`src/core/scf_pkg.sv`:
```
package scf_pkg;

    // ------------------------------------------------------------------
    // timing
    // ------------------------------------------------------------------
    localparam int CLK_PERIOD_NS = 10;
    localparam int SCL_PERIOD_NS = 1000;
    // each serial clock period is four quarters; least time, round up
    localparam int QTR_CYC =
        (SCL_PERIOD_NS + 4 * CLK_PERIOD_NS - 1) / (4 * CLK_PERIOD_NS);
    localparam int QTR_W = 6;
    localparam logic [QTR_W-1:0] QTR_LAST = QTR_W'(QTR_CYC - 1);
    localparam int STARTUP_PULSES = 5;
    // a whole byte of pulses covers the required minimum
    localparam int DUMMY_PULSES = (STARTUP_PULSES > 8) ? STARTUP_PULSES : 8;
    localparam logic [3:0] DUMMY_LAST = 4'(DUMMY_PULSES - 1);

    // ------------------------------------------------------------------
    // command encodings
    // ------------------------------------------------------------------
    localparam logic [3:0] DEV_ADDR_STD = 4'hB;
    localparam logic [3:0] OP_WR_USER   = 4'h0;
    localparam logic [3:0] OP_RD_USER   = 4'h2;
    localparam logic [3:0] OP_SYS_WR    = 4'h4;
    localparam logic [3:0] OP_SYS_RD    = 4'h6;
    localparam logic [3:0] OP_VERIFY    = 4'h8;
    localparam logic [3:0] OP_PASSWD    = 4'hA;
    localparam logic [7:0] SW_CFG       = 8'h00;
    localparam logic [7:0] SW_FUSE      = 8'h01;
    localparam logic [7:0] SW_CKSUM     = 8'h02;
    localparam logic [7:0] SW_ZONE      = 8'h03;
    localparam logic [7:0] SW_CFG_AT    = 8'h08;
    localparam logic [7:0] SW_ZONE_AT   = 8'h0B;
    localparam logic [7:0] SR_CFG       = 8'h00;
    localparam logic [7:0] SR_FUSE      = 8'h01;
    localparam logic [7:0] SR_CKSUM     = 8'h02;
    localparam logic [7:0] CNT_NONE     = 8'h00;
    localparam logic [7:0] CNT_FUSE_RD  = 8'h01;
    localparam logic [7:0] CNT_CKSUM    = 8'h02;
    localparam logic [7:0] CNT_PASSWD   = 8'h03;
    localparam logic [7:0] CNT_AT_MAX   = 8'h08;
    localparam logic [7:0] CNT_VERIFY   = 8'h10;
    localparam logic [7:0] CNT_WR_MAX   = 8'h80;
    localparam logic [8:0] READ_ZERO_LEN = 9'h100;
    localparam logic [3:0] MODE_NIB_MAX = 4'h1;
    localparam logic [3:0] KEYSET_MAX   = 4'h3;
    localparam logic [3:0] PWSET_MAX    = 4'h7;

    // ------------------------------------------------------------------
    // types
    // ------------------------------------------------------------------
    typedef struct packed {
        logic [7:0] opcode;
        logic [7:0] addr1;
        logic [7:0] addr2;
        logic [7:0] count;
    } scf_cmd_t;

    typedef struct packed {
        logic bad_cmd;
        logic nack;
    } scf_rsp_t;

    typedef enum logic [10:0] {
        ST_DUMMY  = 11'h001,
        ST_IDLE   = 11'h002,
        ST_START  = 11'h004,
        ST_TXBIT  = 11'h008,
        ST_TXACK  = 11'h010,
        ST_WAITW  = 11'h020,
        ST_RXBIT  = 11'h040,
        ST_RXPUSH = 11'h080,
        ST_RXACK  = 11'h100,
        ST_STOP   = 11'h200,
        ST_SPARE  = 11'h400
    } scf_state_t;

endpackage

```
`src/core/scf_sync3.sv`:
```
`timescale 1ns/10ps

module scf_sync3
    import scf_pkg::*;
(
    // clock and reset
    input  wire logic clk,
    input  wire logic rst,
    // pin side
    input  wire logic din,
    // filtered level
    output logic      dout
);

    typedef struct packed {
        logic ff1;
        logic ff2;
        logic ff3;
        logic out;
    } scf_sync_st_t;

    scf_sync_st_t s_reg;
    scf_sync_st_t s_next;

    // released bus idles high, so every stage resets high
    always_comb
    begin
        s_next     = s_reg;
        s_next.ff1 = din;
        s_next.ff2 = s_reg.ff1;
        s_next.ff3 = s_reg.ff2;
        if (s_reg.ff2 == s_reg.ff3)
        begin
            s_next.out = s_reg.ff3;
        end
    end

    always_ff @(posedge clk or posedge rst)
    begin
        if (rst)
        begin
            s_reg <= '{ff1: 1'b1, ff2: 1'b1, ff3: 1'b1, out: 1'b1};
        end
        else
        begin
            s_reg <= s_next;
        end
    end

    assign dout = s_reg.out;

endmodule

```
`src/core/scf_buf2.sv`:
```
`timescale 1ns/10ps

module scf_buf2
    import scf_pkg::*;
#(
    parameter int W = 8
)
(
    // clock and reset
    input  wire logic         clk,
    input  wire logic         rst,
    // fill side
    input  wire logic         in_valid,
    output logic              in_ready,
    input  wire logic [W-1:0] in_data,
    // drain side
    output logic              out_valid,
    input  wire logic         out_ready,
    output logic [W-1:0]      out_data
);

    typedef struct packed {
        logic [W-1:0] e0;
        logic [W-1:0] e1;
        logic [1:0]   cnt;
    } scf_buf_st_t;

    scf_buf_st_t b_reg;
    scf_buf_st_t b_next;
    logic        push;
    logic        pop;

    assign in_ready  = (b_reg.cnt != 2'h2);
    assign out_valid = (b_reg.cnt != 2'h0);
    assign push      = in_valid && in_ready;
    assign pop       = out_valid && out_ready;
    // head always sits in e0 so the output is a flop, not a mux
    assign out_data  = b_reg.e0;

    always_comb
    begin
        b_next = b_reg;
        if (push && !pop)
        begin
            if (b_reg.cnt == 2'h0)
            begin
                b_next.e0 = in_data;
            end
            else
            begin
                b_next.e1 = in_data;
            end
            b_next.cnt = b_reg.cnt + 2'h1;
        end
        else if (pop && !push)
        begin
            b_next.e0  = b_reg.e1;
            b_next.cnt = b_reg.cnt - 2'h1;
        end
        else if (pop && push)
        begin
            if (b_reg.cnt == 2'h1)
            begin
                b_next.e0 = in_data;
            end
            else
            begin
                b_next.e0 = b_reg.e1;
                b_next.e1 = in_data;
            end
        end
    end

    always_ff @(posedge clk or posedge rst)
    begin
        if (rst)
        begin
            b_reg <= '0;
        end
        else
        begin
            b_reg <= b_next;
        end
    end

endmodule

```
`src/core/scf_host.sv`:
```
`timescale 1ns/10ps

module scf_host
    import scf_pkg::*;
#(
    parameter logic [7:0] PAGE_MAX     = 8'h10,
    parameter logic [3:0] ALT_DEV_ADDR = 4'hF
)
(
    // clock and reset
    input  wire logic       clk,
    input  wire logic       rst,
    // command request
    input  wire logic       cmd_valid,
    output logic            cmd_ready,
    input  wire scf_cmd_t   cmd,
    // write data stream
    input  wire logic       wr_valid,
    output logic            wr_ready,
    input  wire logic [7:0] wr_data,
    // read data stream
    output logic            rd_valid,
    input  wire logic       rd_ready,
    output logic [7:0]      rd_data,
    // completion
    output logic            rsp_valid,
    output scf_rsp_t        rsp,
    output logic            at_mode,
    // serial pins
    output logic            scl_o,
    input  wire logic       sda_i,
    output logic            sda_o,
    output logic            sda_oe
);

    // ------------------------------------------------------------------
    // state
    // ------------------------------------------------------------------
    typedef struct packed {
        scf_state_t       st;
        logic [QTR_W-1:0] qcnt;
        logic [1:0]       qtr;
        logic [3:0]       bitcnt;
        logic [7:0]       shreg;
        logic [8:0]       remain;
        logic [1:0]       hidx;
        scf_cmd_t         cmd;
        logic             is_read;
        logic             scl;
        logic             sda_low;
        logic             at;
        logic             nack;
        logic             rsp_v;
        scf_rsp_t         rsp;
    } scf_host_st_t;

    scf_host_st_t r_reg;
    scf_host_st_t r_next;
    logic         sda_s;
    logic         fifo_in_ready;
    logic         timed;
    logic         tick;
    logic         q_end;
    logic         last_q;
    logic         samp;
    logic         rd_cmd;
    logic [8:0]   new_len;

    // ------------------------------------------------------------------
    // command check
    // ------------------------------------------------------------------
    function automatic logic cmd_ok(scf_cmd_t c, logic at);
        logic [7:0] wmax;
        logic       ok;
        logic       rd;
        wmax = at ? CNT_AT_MAX : PAGE_MAX;
        ok   = 1'b0;
        rd   = (c.opcode[3:0] == OP_RD_USER) ||
               (c.opcode[3:0] == OP_SYS_RD);
        if (!c.opcode[0] &&
            ((c.opcode[7:4] == DEV_ADDR_STD) ||
             (c.opcode[7:4] == ALT_DEV_ADDR)))
        begin
            case (c.opcode[3:0])
                OP_WR_USER: ok = (c.count <= wmax);
                OP_RD_USER: ok = 1'b1;
                OP_SYS_WR:
                begin
                    case (c.addr1)
                        SW_CFG:     ok = (c.count <= PAGE_MAX);
                        SW_FUSE:    ok = (c.count == CNT_NONE);
                        SW_CKSUM:   ok = (c.count == CNT_CKSUM);
                        SW_ZONE:    ok = (c.count == CNT_NONE);
                        SW_CFG_AT:  ok = (c.count <= CNT_AT_MAX);
                        SW_ZONE_AT: ok = (c.count == CNT_NONE);
                        default:    ok = 1'b0;
                    endcase
                end
                OP_SYS_RD:
                begin
                    case (c.addr1)
                        SR_CFG:   ok = 1'b1;
                        SR_FUSE:  ok = (c.count == CNT_FUSE_RD);
                        SR_CKSUM: ok = (c.count == CNT_CKSUM);
                        default:  ok = 1'b0;
                    endcase
                end
                OP_VERIFY:
                    ok = (c.addr1[7:4] <= MODE_NIB_MAX) &&
                         (c.addr1[3:0] <= KEYSET_MAX) &&
                         (c.count == CNT_VERIFY);
                OP_PASSWD:
                    ok = (c.addr1[7:4] <= MODE_NIB_MAX) &&
                         (c.addr1[3:0] <= PWSET_MAX) &&
                         (c.count == CNT_PASSWD);
                default: ok = 1'b0;
            endcase
        end
        return ok && (rd || (c.count <= CNT_WR_MAX));
    endfunction

    assign rd_cmd = (cmd.opcode[3:0] == OP_RD_USER) ||
                    (cmd.opcode[3:0] == OP_SYS_RD);
    assign new_len = ((cmd.opcode[3:0] == OP_RD_USER) &&
                      (cmd.count == CNT_NONE)) ?
                     READ_ZERO_LEN : {1'b0, cmd.count};

    // ------------------------------------------------------------------
    // quarter-period timing
    // ------------------------------------------------------------------
    assign timed = (r_reg.st == ST_DUMMY) || (r_reg.st == ST_START) ||
                   (r_reg.st == ST_TXBIT) || (r_reg.st == ST_TXACK) ||
                   (r_reg.st == ST_RXBIT) || (r_reg.st == ST_RXACK) ||
                   (r_reg.st == ST_STOP);
    assign tick   = (r_reg.qcnt == QTR_LAST);
    assign q_end  = timed && tick;
    assign last_q = q_end && (r_reg.qtr == 2'h3);
    assign samp   = q_end && (r_reg.qtr == 2'h2);

    // ------------------------------------------------------------------
    // sequencer
    // ------------------------------------------------------------------
    always_comb
    begin
        r_next       = r_reg;
        r_next.rsp_v = 1'b0;
        if (timed)
        begin
            r_next.qcnt = tick ? '0 : r_reg.qcnt + 1'b1;
        end
        if (q_end)
        begin
            r_next.qtr = r_reg.qtr + 2'h1;
            // bit data moves in the middle of the low phase, the read ack at its start from ST_RXPUSH; start and stop change it while the clock is high
            if (r_reg.qtr == 2'h0)
            begin
                case (r_reg.st)
                    ST_TXBIT: r_next.sda_low = ~r_reg.shreg[7];
                    ST_TXACK: r_next.sda_low = 1'b0;
                    ST_RXBIT: r_next.sda_low = 1'b0;
                    ST_STOP:  r_next.sda_low = 1'b1;
                    default:  r_next.sda_low = r_reg.sda_low;
                endcase
            end
            if (r_reg.qtr == 2'h1)
            begin
                if (r_reg.st == ST_START)
                begin
                    r_next.sda_low = 1'b1;
                end
                else
                begin
                    r_next.scl = 1'b1;
                end
            end
            if ((r_reg.qtr == 2'h3) && (r_reg.st != ST_STOP))
            begin
                r_next.scl = 1'b0;
            end
        end

        case (r_reg.st)
            ST_DUMMY:
            begin
                // data stays released; the device sees only pulses
                if (last_q)
                begin
                    r_next.bitcnt = r_reg.bitcnt + 4'h1;
                    if (r_reg.bitcnt == DUMMY_LAST)
                    begin
                        r_next.bitcnt = 4'h0;
                        r_next.scl    = 1'b1;
                        r_next.st     = ST_IDLE;
                    end
                end
            end
            ST_IDLE:
            begin
                if (cmd_valid)
                begin
                    if (cmd_ok(cmd, r_reg.at))
                    begin
                        r_next.cmd     = cmd;
                        r_next.shreg   = cmd.opcode;
                        r_next.hidx    = 2'h0;
                        r_next.remain  = new_len;
                        r_next.is_read = rd_cmd;
                        r_next.nack    = 1'b0;
                        r_next.st      = ST_START;
                    end
                    else
                    begin
                        r_next.rsp_v = 1'b1;
                        r_next.rsp   = '{bad_cmd: 1'b1, nack: 1'b0};
                    end
                end
            end
            ST_START:
            begin
                if (last_q)
                begin
                    r_next.st = ST_TXBIT;
                end
            end
            ST_TXBIT:
            begin
                if (last_q)
                begin
                    r_next.shreg  = {r_reg.shreg[6:0], 1'b0};
                    r_next.bitcnt = r_reg.bitcnt + 4'h1;
                    if (r_reg.bitcnt == 4'h7)
                    begin
                        r_next.bitcnt = 4'h0;
                        r_next.st     = ST_TXACK;
                    end
                end
            end
            ST_TXACK:
            begin
                if (samp)
                begin
                    r_next.nack = sda_s;
                end
                if (last_q)
                begin
                    if (r_reg.nack)
                    begin
                        r_next.st = ST_STOP;
                    end
                    else if (r_reg.hidx != 2'h3)
                    begin
                        r_next.hidx = r_reg.hidx + 2'h1;
                        case (r_reg.hidx)
                            2'h0:    r_next.shreg = r_reg.cmd.addr1;
                            2'h1:    r_next.shreg = r_reg.cmd.addr2;
                            default: r_next.shreg = r_reg.cmd.count;
                        endcase
                        r_next.st = ST_TXBIT;
                    end
                    else if (r_reg.remain == 9'h000)
                    begin
                        r_next.st = ST_STOP;
                    end
                    else if (r_reg.is_read)
                    begin
                        r_next.st = ST_RXBIT;
                    end
                    else
                    begin
                        r_next.st = ST_WAITW;
                    end
                end
            end
            ST_WAITW:
            begin
                // clock is held low while the source has nothing ready
                if (wr_valid)
                begin
                    r_next.shreg  = wr_data;
                    r_next.remain = r_reg.remain - 9'h001;
                    r_next.st     = ST_TXBIT;
                end
            end
            ST_RXBIT:
            begin
                if (samp)
                begin
                    r_next.shreg = {r_reg.shreg[6:0], sda_s};
                end
                if (last_q)
                begin
                    r_next.bitcnt = r_reg.bitcnt + 4'h1;
                    if (r_reg.bitcnt == 4'h7)
                    begin
                        r_next.bitcnt = 4'h0;
                        r_next.st     = ST_RXPUSH;
                    end
                end
            end
            ST_RXPUSH:
            begin
                // a full buffer stalls the clock, so no byte is lost
                if (fifo_in_ready)
                begin
                    r_next.remain  = r_reg.remain - 9'h001;
                    r_next.sda_low = (r_reg.remain != 9'h001);
                    r_next.st      = ST_RXACK;
                end
            end
            ST_RXACK:
            begin
                if (last_q)
                begin
                    r_next.st = (r_reg.remain == 9'h000) ?
                                ST_STOP : ST_RXBIT;
                end
            end
            ST_STOP:
            begin
                if (last_q)
                begin
                    r_next.sda_low = 1'b0;
                    r_next.st      = ST_IDLE;
                    r_next.rsp_v   = 1'b1;
                    r_next.rsp     = '{bad_cmd: 1'b0, nack: r_reg.nack};
                    if (!r_reg.nack &&
                        (r_reg.cmd.opcode[3:0] == OP_SYS_WR))
                    begin
                        if (r_reg.cmd.addr1 == SW_ZONE)
                        begin
                            r_next.at = 1'b0;
                        end
                        if (r_reg.cmd.addr1 == SW_ZONE_AT)
                        begin
                            r_next.at = 1'b1;
                        end
                    end
                end
            end
            default:
            begin
                r_next.st = ST_IDLE;
            end
        endcase
    end

    always_ff @(posedge clk or posedge rst)
    begin
        if (rst)
        begin
            r_reg    <= '0;
            r_reg.st <= ST_DUMMY;
        end
        else
        begin
            r_reg <= r_next;
        end
    end

    // ------------------------------------------------------------------
    // pins and streams
    // ------------------------------------------------------------------
    scf_sync3 u_sda_sync (
        .clk  (clk),
        .rst  (rst),
        .din  (sda_i),
        .dout (sda_s)
    );

    scf_buf2 #(
        .W (8)
    ) u_rd_buf (
        .clk       (clk),
        .rst       (rst),
        .in_valid  (r_reg.st == ST_RXPUSH),
        .in_ready  (fifo_in_ready),
        .in_data   (r_reg.shreg),
        .out_valid (rd_valid),
        .out_ready (rd_ready),
        .out_data  (rd_data)
    );

    assign cmd_ready = (r_reg.st == ST_IDLE);
    assign wr_ready  = (r_reg.st == ST_WAITW);
    assign rsp_valid = r_reg.rsp_v;
    assign rsp       = r_reg.rsp;
    assign at_mode   = r_reg.at;
    assign scl_o     = r_reg.scl;
    // open drain: only ever pulls low
    assign sda_o     = 1'b0;
    assign sda_oe    = r_reg.sda_low;

endmodule

```
`config.mk`:
```
export PLATFORM = sky130hd
export DESIGN_NAME = scf_host
export DESIGN_NICKNAME = d
export VERILOG_FILES = /design/src/core/scf_pkg.sv /design/src/core/scf_sync3.sv /design/src/core/scf_buf2.sv /design/src/core/scf_host.sv
export SDC_FILE = /design/constraint.sdc
export NUM_CORES = 1
export LEC_CHECK = 0
export BUFFER_PORTS_ARGS = -buffer_cell sky130_fd_sc_hd__buf_4
export CAP_MARGIN = 10
export CORE_ASPECT_RATIO = 1.4
export CORE_MARGIN = 5
export CORE_UTILIZATION = 50
export CTS_CLUSTER_SIZE = 14
export DETAILED_ROUTE_END_ITERATION = 12
export GPL_TIMING_DRIVEN = 0
export PLACE_DENSITY = 0.73
export SLEW_MARGIN = 15
export SYNTH_ARGS = -nofsm -noshare
export SYNTH_HDL_FRONTEND = slang
export SYNTH_SLANG_ARGS = --single-unit
```
`constraint.sdc`:
```
create_clock -name clk -period 3.2 [get_ports clk]
set_input_delay 0.64 -clock clk [delete_from_list [all_inputs] [get_ports clk]]
set_output_delay 0.64 -clock clk [all_outputs]
set_load 0.03 [all_outputs]
```
==> flow_summary.toml <==
[logic_synthesis]
synthCells = 555
yosys.area.top_type = "dfrtp_1"
async_flop_share_pct = 100
netlist.area_leader.share_pct = 41.9
yosysUniqueCellTypes = 68
synth_seq_area_share_pct = 44.2
synth-seq-cells = 99
synth_fp_nets = 620
syn-mean-instance-area_um2 = 10.1
yosys-top-cells-area = "dfrtp_1 42%, mux2_2 8.2%, ha_1 4.2%"
synth-main-ff-cell = "dfrtp_1"
synthesis.area_um2 = 5620
synth_enable_flop_cells = 0
ys_warn_count = 0

[die]
rows = 45
core_area_um2 = 10900
initial_utilization_pct = 51.4
chipHeight_um = 135
dieArea_um2 = 13500
io_pins = 64
dieWidth_um = 99.6

[hold_path]
hold_end = "u_sda_sync.s_next[1]"
worstHoldPathType = "flop to flop"
hold_depth = 0
hold_start = "u_sda_sync.s_next[2]"

[place]
place.gp.congestion = 0.952
numPortBuffers = 58
dpl_cell_area_um2 = 6300
post-place-ws_ns = -1.29
dpl.hpwl_um = 10800

[layout]
postLayoutCoreUtil_pct = 62.9
num_antenna_cells = 0
layout_common_cells = "94 x dfrtp_1, 84 x buf_4, 43 x nand2_1"
syn2layout_area_growth_pct = 22.4
nets = 703
fillCellCount = 968
final_area_um2 = 6870
layout_commonest_cell = "dfrtp_1"
drive_gt1_share_pct = 30.3
largest_reg_flops = 71

[setup_path]
path_class = "primary input to flop"
r2r_slack_ns = -0.16
required_ns = 3.43
r2r-start = "r_reg[75]"
slowest_stage = "or4_4"
cp-start-kind = "primary input"
end_kind = "flop"
crit_chain = "clkbuf_16, or4_4, o211ai_4, nand3_4, a221oi_4, or3b_4, nor2_4, inv_2, ha_4, nor3_2, a21oi_1, or3_1, buf_6, mux2_4"
slowest_delay_ns = 0.54
path_buf_inv = 3
arrival_ns = 3.67
reg2reg_to = "u_rd_buf.b_reg[4]"
reg2reg_depth = 14
worstPathMaxFanout = 8
path_delay_family = "simple AND/OR/NAND/NOR gates"

[detailed_routing]
drtIter0Drc = 272
drcViolationCount = 0
dr.pass1.iters = 5
antenna_left = 0
wl_um = 14600
num_vias = 4747
wl_per_cell_um = 18.7
vias_per_cell = 6.05

[sta]
slew_violations = 0
fin_skew_ns = 0.00875
rsz0062_at_grt = "true"
worst_slew_pin_slew_ns = 0.952
slew_headroom_pct = 36.1
finalSetupViolations = 16
hold_viol = 0
post-route-min-period_ns = 3.44
tns_ns = -2.55
period_share_pct = 108
max_freq_mhz = 291
setup_ws_ns = -0.241

[pwr]
power_density_nw_per_um2 = 472
ir_worst_vdd_mv = 0.293
p_leak_nw = 3.31

[clock_network]
cts_buffers = 9
htreeDepth = 3
cts_sinks = 99
root_buffer = "clkbuf_16"
cts_tree = "done"
clkLatencyLatePin_ns = 0.35
clkTransAtPathRegs_ns = 0.07
clk_path_buf_depth = 2

[global_routing]
antenna_found_initial = 0
grt_pass1_vias = 4960
grt.overflow.total = 0
grt_start_max_net_pins = 36
grt_pass1_wl_um = 24500
grtUsageTotal_pct = 22.8

[run_status]
violations = "negative setup slack"
status = "complete, but fails checks"

[run]
drv_cap = 0
## kinds of logic (layout without fill, tap and decap cells)
| group | count (synthesis) | after routing | synth area share [%] |
|---|---|---|---|
| adder cells (fa/ha/maj) | 20 | 20 | 4.41 |
| AO/OA/AOI/OAI | 134 | 134 | 16.1 |
| buffers and inverters | 66 | 154 | 5.44 |
| AND/OR/NAND/NOR | 167 | 167 | 16.2 |
| flip-flops | 99 | 99 | 44.2 |
| XOR/XNOR | 8 | 8 | 1.25 |
| multiplexers | 60 | 60 | 12.3 |
| other | 1 | 1 | 0.0668 |
## worst max path at each step
stage | endpoint | start | depth (start not counted)
after global placement | u_rd_buf.b_reg[2] | cmd[25] | 14
after detailed placement | u_rd_buf.b_reg[9] | cmd[25] | 14
after CTS | u_rd_buf.b_reg[6] | cmd[2] | 14
after global routing | u_rd_buf.b_reg[6] | cmd[2] | 14
final | u_rd_buf.b_reg[4] | cmd[2] | 14
after floorplan | u_rd_buf.b_reg[2] | cmd[0] | 14
## final cells by class
type | count | area (µm²) | area share (%)
buffer | 31 | 214 | 3.11
clock buffer | 10 | 239 | 3.48
clock inverter | 6 | 78.8 | 1.15
inverter | 32 | 124 | 1.80
multi-input combinational | 390 | 2970 | 43.2
sequential | 99 | 2480 | 36.1
tap | 141 | 176 | 2.57
timing repair buffer | 75 | 588 | 8.55
## synth_stat cells, types with 3 or more instances
cell and count:
or3_1 4, or2_2 3, ha_1 19, nor4b_1 6, dfstp_2 5, xnor2_1 4, o21ai_0 40, nor3b_1 5
o31ai_1 4, mux2_4 8, nand4b_1 5, a22o_1 6, nor2_1 26, o22ai_1 3, buf_4 11, mux2_2 41
xor2_1 4, inv_1 32, o41ai_1 3, mux2i_1 11, nor3_1 22, clkbuf_1 19, and3_1 4, nand2_1 43
nand3_1 8, a31oi_1 6, a21o_1 6, nand2b_1 3, nand4_1 8, a221o_1 5, o2bb2ai_1 7, nor2b_1 3
a22oi_1 4, and2_1 4, dfrtp_1 94, nor4_1 11, a21oi_1 28
## stage by stage
step                      std cells  hold WS (ns)  total power (W)
after global placement          754         0.347          0.00199
final                           784         0.362          0.00324
after CTS                       780         0.364          0.00324
after detailed placement        756         0.355          0.00203
after global routing            784         0.372          0.00339
after floorplan                 555         0.345          0.00181
## repair_timing
item	in CTS	in global routing
hold buffers	0	0
resized for setup	23	12
setup buffers	9	6
pin swaps	9	7
cloned	0	0
hold endpoints to repair	0	0
endpoints found under the setup margin	69	63
## worst register-to-register path: stages, from the launching register on
cell     delay (ns)
dfrtp_1        0.49
nor4_4         0.35
and2_1         0.23
nand3_2        0.20
inv_2          0.17
o31ai_1        0.10
nor4_2         0.22
or3b_4         0.22
nor2_4         0.04
ha_2           0.21
nor3_2         0.16
a21oi_1        0.06
or3_1          0.33
buf_6          0.16
mux2_4         0.30
## report_power, final
group          leakage (nW)  internal [W]  switching (W)
registers              1.32       0.00131      0.0000564
logic                  1.83      0.000308       0.000416
clock network         0.158      0.000646       0.000508
## per-layer routing
layer  share of wire (%)  track usage (%)  vias to the layer above
li1                    -                -                     2204
met1                  39             26.9                     2332
met2                  53             40.6                      164
met3                 4.3             2.37                       47
met4                 4.0             12.0                        0
met5                   0                0                        -
Power figures use the tool's default switching activity.
